### config.mk
export PLATFORM = sky130hd
export DESIGN_NAME = ecx_ext_control
export DESIGN_NICKNAME = d
export VERILOG_FILES = /design/src/include/ecx_pkg.sv /design/src/hw/ecx_ext_control.sv
export SDC_FILE = /design/constraint.sdc
export NUM_CORES = 1
export LEC_CHECK = 0
export CORE_UTILIZATION = 60
export CTS_BUF_LIST = sky130_fd_sc_hd__clkbuf_8
export CTS_CLUSTER_SIZE = 20
export DETAILED_ROUTE_END_ITERATION = 8
export DONT_BUFFER_PORTS = 1
export GPL_TIMING_DRIVEN = 0
export PLACE_DENSITY = 0.86
export SLEW_MARGIN = 20
export SYNTH_ARGS = -nofsm -noshare
export SYNTH_HDL_FRONTEND = slang
export SYNTH_SLANG_ARGS = --single-unit
### constraint.sdc
create_clock -name pclk -period 2.5 [get_ports pclk]
set_clock_uncertainty 0.1 [all_clocks]
set_input_delay 0.25 -clock pclk [delete_from_list [all_inputs] [get_ports pclk]]
set_output_delay 0.25 -clock pclk [all_outputs]
set_load 0.05 [all_outputs]
### src/include/ecx_pkg.sv
// constants and carrier types of the extended control block
package ecx_pkg;
   // register indices, byte address is four times the index
   localparam logic [11:0] IDX_CFG_A = 12'h400;
   localparam logic [11:0] IDX_CFG_B = 12'h401;
   localparam logic [11:0] IDX_ECR = 12'h402;
   localparam logic [11:0] IDX_SETUP = 12'h403;
   localparam logic [15:0] ADDR_CFG_A = {2'h0, IDX_CFG_A, 2'h0};
   localparam logic [15:0] ADDR_CFG_B = {2'h0, IDX_CFG_B, 2'h0};
   localparam logic [15:0] ADDR_ECR = {2'h0, IDX_ECR, 2'h0};
   localparam logic [15:0] ADDR_SETUP = {2'h0, IDX_SETUP, 2'h0};
   // ecr field positions
   localparam int ECR_MODE_LSB = 5;
   localparam int ECR_FAULT_BIT = 4;
   localparam int ECR_DMA_BIT = 3;
   localparam int ECR_SVC_BIT = 2;
   localparam int ECR_FULL_BIT = 1;
   localparam int ECR_EMPTY_BIT = 0;
   // config b field positions
   localparam int CFGB_IRQ_LEVEL_BIT = 6;
   localparam int CFGB_IRQ_LSB = 3;
   localparam int CFGB_DMA_LSB = 0;
   // setup register field positions
   localparam int SET_TX_LSB = 0;
   localparam int SET_RX_LSB = 8;
   localparam int SET_IRQ_LSB = 16;
   localparam int SET_DMA_LSB = 20;
   localparam int SET_EPP_BIT = 24;
   // fixed read value and reset values
   localparam logic [7:0] CFG_A_VALUE = 8'h10;
   localparam logic [4:0] THRESHOLD_RESET = 5'h08;
   localparam logic [3:0] IRQ_SEL_RESET = 4'h0;
   localparam logic [1:0] DMA_SEL_RESET = 2'h0;

   typedef enum logic [2:0] {
      ECX_MODE_STD = 3'h0,
      ECX_MODE_BIDIR = 3'h1,
      ECX_MODE_FIFO = 3'h2,
      ECX_MODE_ECP = 3'h3,
      ECX_MODE_EPP = 3'h4,
      ECX_MODE_RSVD = 3'h5,
      ECX_MODE_TEST = 3'h6,
      ECX_MODE_CFG = 3'h7
   } ecx_mode_t;

   typedef struct packed {
      ecx_mode_t mode;
      logic fault_irq_disable_n;
      logic dma_permit;
      logic svc_irq_flag;
   } ecx_ecr_t;

   localparam ecx_ecr_t ECR_RESET = '{mode: ECX_MODE_STD, fault_irq_disable_n: 1'b1,
      dma_permit: 1'b0, svc_irq_flag: 1'b1};

   typedef struct packed {
      logic [4:0] tx_free_threshold;
      logic [4:0] rx_fill_threshold;
      logic [3:0] irq_sel;
      logic [1:0] dma_sel;
      logic epp_option_cfg;
   } ecx_setup_t;

   typedef struct packed {
      logic ctrl_open_drain;
      logic data_tristate;
      logic data_read_pins;
      logic auto_tx_compat;
      logic auto_tx_ecp;
      logic ecp_rev_pack;
      logic epp_active;
      logic test_fifo;
      logic cfg_mapped;
      logic fifo_reset_hold;
   } ecx_port_t;
endpackage : ecx_pkg

### src/hw/ecx_ext_control.sv
// extended control, service interrupt and readback logic of the parallel port
`timescale 1ns/1ps
module ecx_ext_control #(
   parameter int FIFO_DEPTH = 16,
   parameter int LW = 5
) (
   input wire logic pclk,
   input wire logic presetn,
   input wire logic psel,
   input wire logic penable,
   input wire logic pwrite,
   input wire logic [15:0] paddr,
   input wire logic [31:0] pwdata,
   output logic [31:0] prdata,
   output logic pready,
   output logic pslverr,
   input wire logic periph_error_n,
   input wire logic ack_irq_event,
   input wire logic dma_tc,
   input wire logic direction,
   input wire logic [LW-1:0] fifo_level,
   output logic irq_req,
   output logic dma_enable_out,
   output ecx_pkg::ecx_port_t port_ctl,
   output ecx_pkg::ecx_mode_t mode_out
);

   typedef struct packed {
      ecx_pkg::ecx_ecr_t ecr;
      ecx_pkg::ecx_setup_t setup;
      logic fault_prev;
      logic irq_req;
      logic dma_en;
      ecx_pkg::ecx_port_t port;
      logic [31:0] rdata;
      logic ready;
      logic slverr;
   } ecx_state_t;

   localparam logic [LW-1:0] DEPTH = LW'(FIFO_DEPTH);

   ecx_state_t st;
   ecx_state_t next_st;

   logic setup_ph;
   logic wr_done;
   logic hit_ecr;
   logic hit_setup;
   logic hit_cfga;
   logic hit_cfgb;
   logic in_cfg;
   logic fifo_mode;
   logic [LW-1:0] free_bytes;
   logic svc_cond;
   logic svc_evt;
   logic fault_evt;
   logic fault_clr_evt;
   logic [2:0] irq_code;
   logic [2:0] dma_code;
   logic [7:0] ecr_rd;
   logic [7:0] cfgb_rd;

   assign setup_ph = psel && !penable;
   assign wr_done = psel && penable && st.ready && pwrite;
   assign hit_ecr = paddr == ecx_pkg::ADDR_ECR;
   assign hit_setup = paddr == ecx_pkg::ADDR_SETUP;
   assign in_cfg = st.ecr.mode == ecx_pkg::ECX_MODE_CFG;
   assign hit_cfga = in_cfg && paddr == ecx_pkg::ADDR_CFG_A;
   assign hit_cfgb = in_cfg && paddr == ecx_pkg::ADDR_CFG_B;
   assign fifo_mode = st.ecr.mode == ecx_pkg::ECX_MODE_FIFO
      || st.ecr.mode == ecx_pkg::ECX_MODE_ECP
      || st.ecr.mode == ecx_pkg::ECX_MODE_TEST;
   assign free_bytes = DEPTH - fifo_level;

   always_comb begin
      if (st.ecr.dma_permit) begin
         svc_cond = dma_tc;
      end else if (direction) begin
         svc_cond = fifo_level >= st.setup.rx_fill_threshold;
      end else begin
         svc_cond = free_bytes >= st.setup.tx_free_threshold;
      end
   end

   assign svc_evt = fifo_mode && !st.ecr.svc_irq_flag && svc_cond;
   assign fault_evt = st.ecr.mode == ecx_pkg::ECX_MODE_ECP && !st.ecr.fault_irq_disable_n
      && st.fault_prev && !periph_error_n;
   assign fault_clr_evt = st.ecr.mode == ecx_pkg::ECX_MODE_ECP && wr_done && hit_ecr
      && st.ecr.fault_irq_disable_n && !pwdata[ecx_pkg::ECR_FAULT_BIT] && !periph_error_n;

   always_comb begin
      case (st.setup.irq_sel)
         4'hF: irq_code = 3'h6;
         4'hE: irq_code = 3'h5;
         4'hB: irq_code = 3'h4;
         4'hA: irq_code = 3'h3;
         4'h9: irq_code = 3'h2;
         4'h7: irq_code = 3'h1;
         4'h5: irq_code = 3'h7;
         default: irq_code = 3'h0;
      endcase
      case (st.setup.dma_sel)
         2'h3: dma_code = 3'h3;
         2'h2: dma_code = 3'h2;
         2'h1: dma_code = 3'h1;
         default: dma_code = 3'h0;
      endcase
   end

   assign cfgb_rd = {1'b0, st.irq_req, irq_code, dma_code};
   assign ecr_rd = {st.ecr, fifo_level >= DEPTH, fifo_level == '0};

   always_comb begin
      next_st = st;
      next_st.fault_prev = periph_error_n;
      next_st.ready = setup_ph;
      next_st.slverr = 1'b0;
      if (setup_ph) begin
         next_st.rdata = '0;
         if (hit_ecr) begin
            next_st.rdata = {24'h0, ecr_rd};
         end else if (hit_setup) begin
            next_st.rdata = {7'h0, st.setup.epp_option_cfg, 2'h0, st.setup.dma_sel,
               st.setup.irq_sel, 3'h0, st.setup.rx_fill_threshold, 3'h0,
               st.setup.tx_free_threshold};
         end else if (hit_cfga) begin
            next_st.rdata = {24'h0, ecx_pkg::CFG_A_VALUE};
         end else if (hit_cfgb) begin
            next_st.rdata = {24'h0, cfgb_rd};
         end else begin
            next_st.slverr = 1'b1;
         end
      end
      if (wr_done && hit_ecr) begin
         next_st.ecr.mode = ecx_pkg::ecx_mode_t'(pwdata[7:5]);
         next_st.ecr.fault_irq_disable_n = pwdata[ecx_pkg::ECR_FAULT_BIT];
         next_st.ecr.dma_permit = pwdata[ecx_pkg::ECR_DMA_BIT];
         next_st.ecr.svc_irq_flag = pwdata[ecx_pkg::ECR_SVC_BIT];
      end
      if (wr_done && hit_setup) begin
         next_st.setup.tx_free_threshold = pwdata[ecx_pkg::SET_TX_LSB +: 5];
         next_st.setup.rx_fill_threshold = pwdata[ecx_pkg::SET_RX_LSB +: 5];
         next_st.setup.irq_sel = pwdata[ecx_pkg::SET_IRQ_LSB +: 4];
         next_st.setup.dma_sel = pwdata[ecx_pkg::SET_DMA_LSB +: 2];
         next_st.setup.epp_option_cfg = pwdata[ecx_pkg::SET_EPP_BIT];
      end
      if (svc_evt) begin
         next_st.ecr.svc_irq_flag = 1'b1;
      end
      next_st.irq_req = svc_evt || fault_evt || fault_clr_evt || ack_irq_event;
      next_st.dma_en = fifo_mode && st.ecr.dma_permit && !st.ecr.svc_irq_flag;
      next_st.port.ctrl_open_drain = st.ecr.mode == ecx_pkg::ECX_MODE_STD;
      next_st.port.fifo_reset_hold = !fifo_mode;
      next_st.port.data_tristate = direction && st.ecr.mode != ecx_pkg::ECX_MODE_STD
         && st.ecr.mode != ecx_pkg::ECX_MODE_FIFO;
      next_st.port.data_read_pins = st.ecr.mode == ecx_pkg::ECX_MODE_BIDIR;
      next_st.port.auto_tx_compat = st.ecr.mode == ecx_pkg::ECX_MODE_FIFO && !direction;
      next_st.port.auto_tx_ecp = st.ecr.mode == ecx_pkg::ECX_MODE_ECP && !direction;
      next_st.port.ecp_rev_pack = st.ecr.mode == ecx_pkg::ECX_MODE_ECP && direction;
      next_st.port.epp_active = st.ecr.mode == ecx_pkg::ECX_MODE_EPP
         && st.setup.epp_option_cfg;
      next_st.port.test_fifo = st.ecr.mode == ecx_pkg::ECX_MODE_TEST;
      next_st.port.cfg_mapped = in_cfg;
   end

   always_ff @(posedge pclk or negedge presetn) begin
      if (!presetn) begin
         st.ecr <= ecx_pkg::ECR_RESET;
         st.setup <= '{tx_free_threshold: ecx_pkg::THRESHOLD_RESET,
            rx_fill_threshold: ecx_pkg::THRESHOLD_RESET,
            irq_sel: ecx_pkg::IRQ_SEL_RESET, dma_sel: ecx_pkg::DMA_SEL_RESET,
            epp_option_cfg: 1'b0};
         st.fault_prev <= 1'b1;
         st.irq_req <= 1'b0;
         st.dma_en <= 1'b0;
         st.port <= '{ctrl_open_drain: 1'b1, fifo_reset_hold: 1'b1, default: 1'b0};
         st.rdata <= '0;
         st.ready <= 1'b0;
         st.slverr <= 1'b0;
      end else begin
         st <= next_st;
      end
   end

   assign prdata = st.rdata;
   assign pready = st.ready;
   assign pslverr = st.slverr;
   assign irq_req = st.irq_req;
   assign dma_enable_out = st.dma_en;
   assign port_ctl = st.port;
   assign mode_out = st.ecr.mode;

   logic rd_setup;
   assign rd_setup = setup_ph && !pwrite;
endmodule : ecx_ext_control

==> flow_metrics.env, run 1 <==
export IMPL_status="completed"
export IMPL_diodes=0
export IMPL_final_core_util_pct=76.7
export IMPL_final_nets=417
export IMPL_cp_arrival_ps=2260
export IMPL_worstReg2RegEnd="st[60]$_DFFE_PN0P_"
export IMPL_placed_cell_area_sq_mm=0.00327
export IMPL_hold_start="fifo_level[4]"
export IMPL_dieArea_sq_mm=0.00553
export IMPL_powerDensity_mw_per_mm2=538
export IMPL_wl_met2_um=3440
export IMPL_reg2reg_depth=5
export IMPL_dp_hpwl_um=4740
export IMPL_via_per_inst=5.61
export IMPL_gr_usage_all_layers_pct=26.9
export IMPL_highest_layer="met4"
export IMPL_drtAntennaViolNets=0
export IMPL_yosysWarnings=0
export IMPL_syn_area_sq_mm=0.00314
export IMPL_overflow=0
export IMPL_critPathBufInv=1
export IMPL_ys_types=51
export IMPL_slew_viol_final=0
export IMPL_vias=2321
export IMPL_cts_made_buffers=9
export IMPL_synth_edf_count=0
export IMPL_worstHoldEndpoint="prdata[1]$_DFFE_PN0P_"
export IMPL_fillCellCount=338
export IMPL_fin_setup_tns_ps=0
export IMPL_grt_pass1_vias=2221
export IMPL_worstReg2RegStart="pready$_DFF_PN0_"
export IMPL_rsz0062_at_grt="no"
export IMPL_drc=0
export IMPL_yosys_most_used_dff="dfrtp_1"
export IMPL_regToRegSetupSlack_ps=360
export IMPL_postCtsSetupRepairBufs=0
export IMPL_dieWidth_um=74.4
export IMPL_syn_area_per_cell_sq_um=10.7
export IMPL_critPathCaptureType="flop"
export IMPL_area_delta_synth_final_pct=19.1
export IMPL_crit_chain="nand4_1, nor3_2, nand3_2, buf_6, mux2_1"
export IMPL_clockBufferDepth=2
export IMPL_clock_latency_ps=340
export IMPL_critical_path_class="flop to flop"
export IMPL_cts_clk_slew_worst_paths_ps=60
export IMPL_gp_congestion=0.817
export IMPL_startpoint_type="flop"
export IMPL_design_area_sq_mm=0.00374
export IMPL_dp_slack_ps=365
export IMPL_hp_class="input port to flop"
export IMPL_peakVddDrop_mv=0.703
export IMPL_antenna_found_initial=0
export IMPL_wl_met1_um=2670
export IMPL_cts_sinks=58
export IMPL_relSlewSlack_pct=66.8
export IMPL_post_route_min_period_ps=2140
export IMPL_startpoint="pready$_DFF_PN0_"
export IMPL_cts_tree="built"
export IMPL_core_sq_mm=0.00488
export IMPL_cp_slowest_cell="dfrtp_1"
export IMPL_grt_max_degree=59
export IMPL_slowest_delay_ps=640
export IMPL_fin_ws_ps=355
export IMPL_drt_iter0_markers=162
export IMPL_final_hold_violation_count=0
export IMPL_crit_family="simple AND/OR/NAND/NOR gates"
export IMPL_root_buffer="clkbuf_8"
export IMPL_routed_wl_um=6820
export IMPL_crit_fanout=10
export IMPL_start_util_pct=64.4
export IMPL_rows=25
export IMPL_synth_cells=294
export IMPL_port_buffers=0
export IMPL_worstPathRequired_ps=2610
export IMPL_fmax_mhz=466
export IMPL_die_h_um=74.4
export IMPL_worstMarginPinSlew_ps=494
export IMPL_async_reset_ff_share_pct=100
export IMPL_min_period_over_period_pct=85.8
export IMPL_met3_length_um=476
export IMPL_grt_first_pass_wirelength_um=10700
export IMPL_wire_per_inst_um=16.5
export IMPL_hold_path_depth=2
export IMPL_htreeDepth=3
export IMPL_first_pass_iters=4
export IMPL_drive_above_1_share_pct=31.1
export IMPL_ys_seq_area_share_pct=46.5
export IMPL_ys_seq_elements=58
export IMPL_p_leak_nw=1.81
export IMPL_final_setup_viol_count=0
export IMPL_cap_viol_max_count=0
export IMPL_num_io_pins=111
-- cells by family (layout without fill, tap and decap cells) --
kind of cell	count (synthesis)	in the layout	synth area share (%)
muxes	25	25	8.84
DFF	58	58	46.5
adders and majority gates	13	13	5.18
xor gates and xnor gates	3	3	0.836
buffers and inverters	73	115	14.6
and+or+nand+nor	77	77	13.9
AOI/OAI and AO/OA	44	44	10.1
other	1	12	0.119
-- stage by stage --
step | instances | hold WS (ps) | total power, mW
floorplan | 305 | -146 | 1.10
global placement | 372 | -143 | 1.11
detailed placement | 372 | -144 | 1.12
CTS | 414 | 68.4 | 2.03
global route | 414 | 71.9 | 2.09
finish | 414 | 75.3 | 2.01
-- layer usage --
metal  up-vias  global-route usage [%]
met5         -                       0
met4         0                    16.1
met3        24                    7.72
met2        93                    42.8
met1      1137                    32.6
li1       1067                       -
-- final cells by class --
cell class | instances | area, sq um | area share (%)
repair buffers | 26 | 278 | 7.42
inverters | 16 | 60.1 | 1.60
clock inverters | 5 | 46.3 | 1.24
plain buffers | 57 | 398 | 10.6
multi-input cells | 174 | 1260 | 33.8
well taps | 67 | 83.8 | 2.24
flip-flops and latches | 58 | 1460 | 39.0
clock buffers | 11 | 151 | 4.05
-- synthesized netlist by cell type, drive strengths merged (4+ instances only) --
library cell	number	area (sq um)
nor3	7	40.0
nor3b	6	45.0
nand2	21	78.8
dfstp	7	184
nor2	14	60.1
nor4	4	25.0
dfrtp	51	1280
ha	13	163
o21ai	10	53.8
clkbuf	9	33.8
a22o	12	116
a21oi	9	45.0
nand3	5	30.0
buf	48	364
mux2	22	248
inv	16	60.1
-- how the worst max path moves through the flow --
stage / depth (start not counted) / endpoint / slack [ps]
after floorplan: 5 / st[60]$_DFFE_PN0P_ / 590
after global placement: 5 / st[61]$_DFFE_PN0P_ / 350
after detailed placement: 5 / st[60]$_DFFE_PN0P_ / 370
after CTS: 5 / st[60]$_DFFE_PN0P_ / 350
after global routing: 6 / prdata[5]$_DFFE_PN0P_ / 190
final: 5 / st[60]$_DFFE_PN0P_ / 360
-- worst reg2reg max path, delay by kind of cell, from the launching register on --
family / cells / cell delay, ps
simple gates: 3 / 710
buf+inv: 1 / 260
flops: 1 / 640
mux: 1 / 310
-- placed cells by master, fill, tap and decap left out, types with 11 or more instances in the layout --
cell type      Yosys  layout
conb_1             1      12
buf_4             45      45
mux2_2            20      20
dlygate4sd3_1      0      25
clkbuf_8           0      11
nand2_1           21      21
nor2_1            13      13
dfrtp_1           51      51
inv_1             15      18
ha_1              13      13
-- flip-flops by register name, summed over array words and instances (netlist names) --
| name | count |
|---|---|
| prdata | 20 |
| st | 18 |
| port_ctl | 10 |
| ecr_rd | 3 |
| mode_out | 3 |
| dma_enable_out | 1 |
| irq_req | 1 |
| pready | 1 |
| pslverr | 1 |
-- timing repair --
action                                  CTS  global route
endpoints found under the setup margin    0             0
resized for setup                         0             0
hold buffers                             26             0
endpoints found under the hold margin    86             0
-- power by group --
part | switching [mW] | internal [mW] | leakage, nW
Sequential | 0.0133 | 0.947 | 0.777
Combinational | 0.121 | 0.0751 | 0.915
Clock | 0.355 | 0.502 | 0.113
Power figures use the tool's default switching activity.
==> run 2: changes to the inputs <==
Settings changed: CELL_PAD_IN_SITES_DETAIL_PLACEMENT set to 2, CELL_PAD_IN_SITES_GLOBAL_PLACEMENT set to 2, CORE_UTILIZATION 60 to 43, PLACE_DENSITY 0.86 to 0.95.
==> run 2 against run 1 <==
Compared with the run above: total power decreased by 2.3%; worst hold slack lost 56 ps; sequential share of layout area is the same; die area rose by 38%; sequential power about the same; cell count up 6.8%; first-iteration DRC count decreased by 39%.
==> flow_metrics.env, run 2 (same netlist as run 1, synthesis figures left out) <==
export IMPL_met1_usage_pct=34.6
export IMPL_grt_max_degree=59
export IMPL_first_pass_iters=4
export IMPL_cts_clk_slew_worst_paths_ps=80
export IMPL_drive_above_1_share_pct=31.8
export IMPL_area_delta_synth_final_pct=19.1
export IMPL_fillCellCount=727
export IMPL_whs_ps=19.3
export IMPL_htreeDepth=3
export IMPL_dp_hpwl_um=6400
export IMPL_slew_viol_final=0
export IMPL_worstPathRequired_ps=2620
export IMPL_via_per_inst=5.57
export IMPL_rsz0062_at_grt="no"
export IMPL_dieWidth_um=87.5
export IMPL_clock_latency_ps=350
export IMPL_grt_first_pass_wirelength_um=16500
export IMPL_port_buffers=0
export IMPL_startpoint_type="flop"
export IMPL_start_util_pct=45.5
export IMPL_wire_per_inst_um=24.8
export IMPL_largest_reg_flops=20
export IMPL_critPathCaptureType="flop"
export IMPL_cap_viol_max_count=0
export IMPL_diodes=0
export IMPL_hp_class="input port to flop"
export IMPL_final_setup_viol_count=0
export IMPL_vias=2460
export IMPL_status="completed"
export IMPL_cts_resized=0
export IMPL_drt_iter0_markers=99
export IMPL_hold_buffers=25
export IMPL_layout_commonest_cell="dfrtp_1"
export IMPL_clockBufferDepth=2
export IMPL_routed_wl_um=11000
export IMPL_hold_start="paddr[3]"
export IMPL_postCtsSetupRepairBufs=0
export IMPL_fin_setup_tns_ps=0
export IMPL_p_leak_nw=1.78
export IMPL_cts_sinks=58
export IMPL_fmax_mhz=427
export IMPL_cp_arrival_ps=2460
export IMPL_crit_fanout=10
export IMPL_overflow=0
export IMPL_worstMarginPinSlew_ps=785
export IMPL_core_sq_mm=0.00691
export IMPL_regToRegSetupSlack_ps=160
export IMPL_gp_congestion=0.781
export IMPL_reg2reg_depth=5
export IMPL_num_io_pins=111
export IMPL_final_hold_violation_count=0
export IMPL_hold_path_depth=2
export IMPL_layout_common_cells="dfrtp_1, buf_4, dlygate4sd3_1"
export IMPL_cts_made_buffers=9
export IMPL_die_h_um=87.5
export IMPL_post_route_min_period_ps=2340
export IMPL_antenna_found_initial=0
export IMPL_min_period_over_period_pct=93.7
export IMPL_critical_path_class="flop to flop"
export IMPL_worstReg2RegStart="pready$_DFF_PN0_"
export IMPL_relSlewSlack_pct=47.2
export IMPL_rows=30
export IMPL_grt_pass1_vias=2804
export IMPL_use_met2_pct=52.8
export IMPL_gr_usage_all_layers_pct=30.8
export IMPL_worstReg2RegEnd="st[61]$_DFFE_PN0P_"
export IMPL_peakVddDrop_mv=0.301
export IMPL_drtAntennaViolNets=0
export IMPL_worstHoldEndpoint="pslverr$_DFF_PN0_"
export IMPL_powerDensity_mw_per_mm2=526
export IMPL_root_buffer="clkbuf_8"
export IMPL_cts_tree="built"
export IMPL_final_nets=416
export IMPL_drc=0
export IMPL_grt_use_met3_pct=7.58
export IMPL_dieArea_sq_mm=0.00765
export IMPL_grt_busiest_layer="met2"
==> run 2: cell types whose count changed in the layout (fill, tap and decap cells not counted) <==
cell           delta
clkbuf_8          -1
inv_1             -2
bufinv_16         -1
clkinv_2          +2
dlygate4sd3_1     -1
clkinvlp_4        +2
==> run 2: power by group <==
group | internal [mW] | switching, mW
Clock | 0.378 | 0.415
Sequential | 0.946 | 0.0139
Combinational | 0.0762 | 0.139
Total | 1.40 | 0.567
==> run 2: cell type report <==
| class | count | area (sq um) | area share [%] |
|---|---|---|---|
| flip-flops and latches | 58 | 1460 | 39.0 |
| multi-input cells | 174 | 1260 | 33.8 |
| plain buffers | 57 | 398 | 10.6 |
| repair buffers | 25 | 268 | 7.15 |
| clock buffers | 10 | 138 | 3.68 |
| well taps | 96 | 120 | 3.21 |
| inverters | 16 | 60.1 | 1.60 |
| clock inverters | 6 | 33.8 | 0.903 |
==> run 2: worst max path at each step <==
stage	from	end	slack, ps	depth (start not counted)
after detailed placement	pready$_DFF_PN0_	st[61]$_DFFE_PN0P_	200	5
after global placement	pready$_DFF_PN0_	st[61]$_DFFE_PN0P_	270	5
after global routing	mode_out[0]$_DFFE_PN0P_	prdata[6]$_DFFE_PN0P_	80	6
after floorplan	pready$_DFF_PN0_	st[60]$_DFFE_PN0P_	590	5
after CTS	pready$_DFF_PN0_	st[61]$_DFFE_PN0P_	180	5
final	pready$_DFF_PN0_	st[61]$_DFFE_PN0P_	160	5
==> run 2: through the flow <==
stage	worst slack, ps	power (mW)	utilization (%)	cells	cell area, sq um
global route	84.2	2.03	54.2	442	3740
CTS	176	1.95	54.2	442	3740
finish	156	1.97	54.2	442	3740
floorplan	588	1.10	-	305	3180
detailed placement	202	1.12	47.8	401	3300
global placement	271	1.11	47.8	401	3300
==> run 2: worst max-delay path, cell delays in order (launching register included) <==
cell and delay (ps):
dfrtp_1 640, nand4_1 250, nor3_2 320, nand3_2 300
buf_6 280, mux2_1 320
==> run 2: per-layer routing <==
layer / routed length (um) / vias to the layer above / part of all wire, %
met4: 531 / 0 / 4.8
met3: 575 / 37 / 5.2
li1: - / 1057 / -
met1: 4240 / 1258 / 39
met5: 0 / - / 0
met2: 5610 / 108 / 51
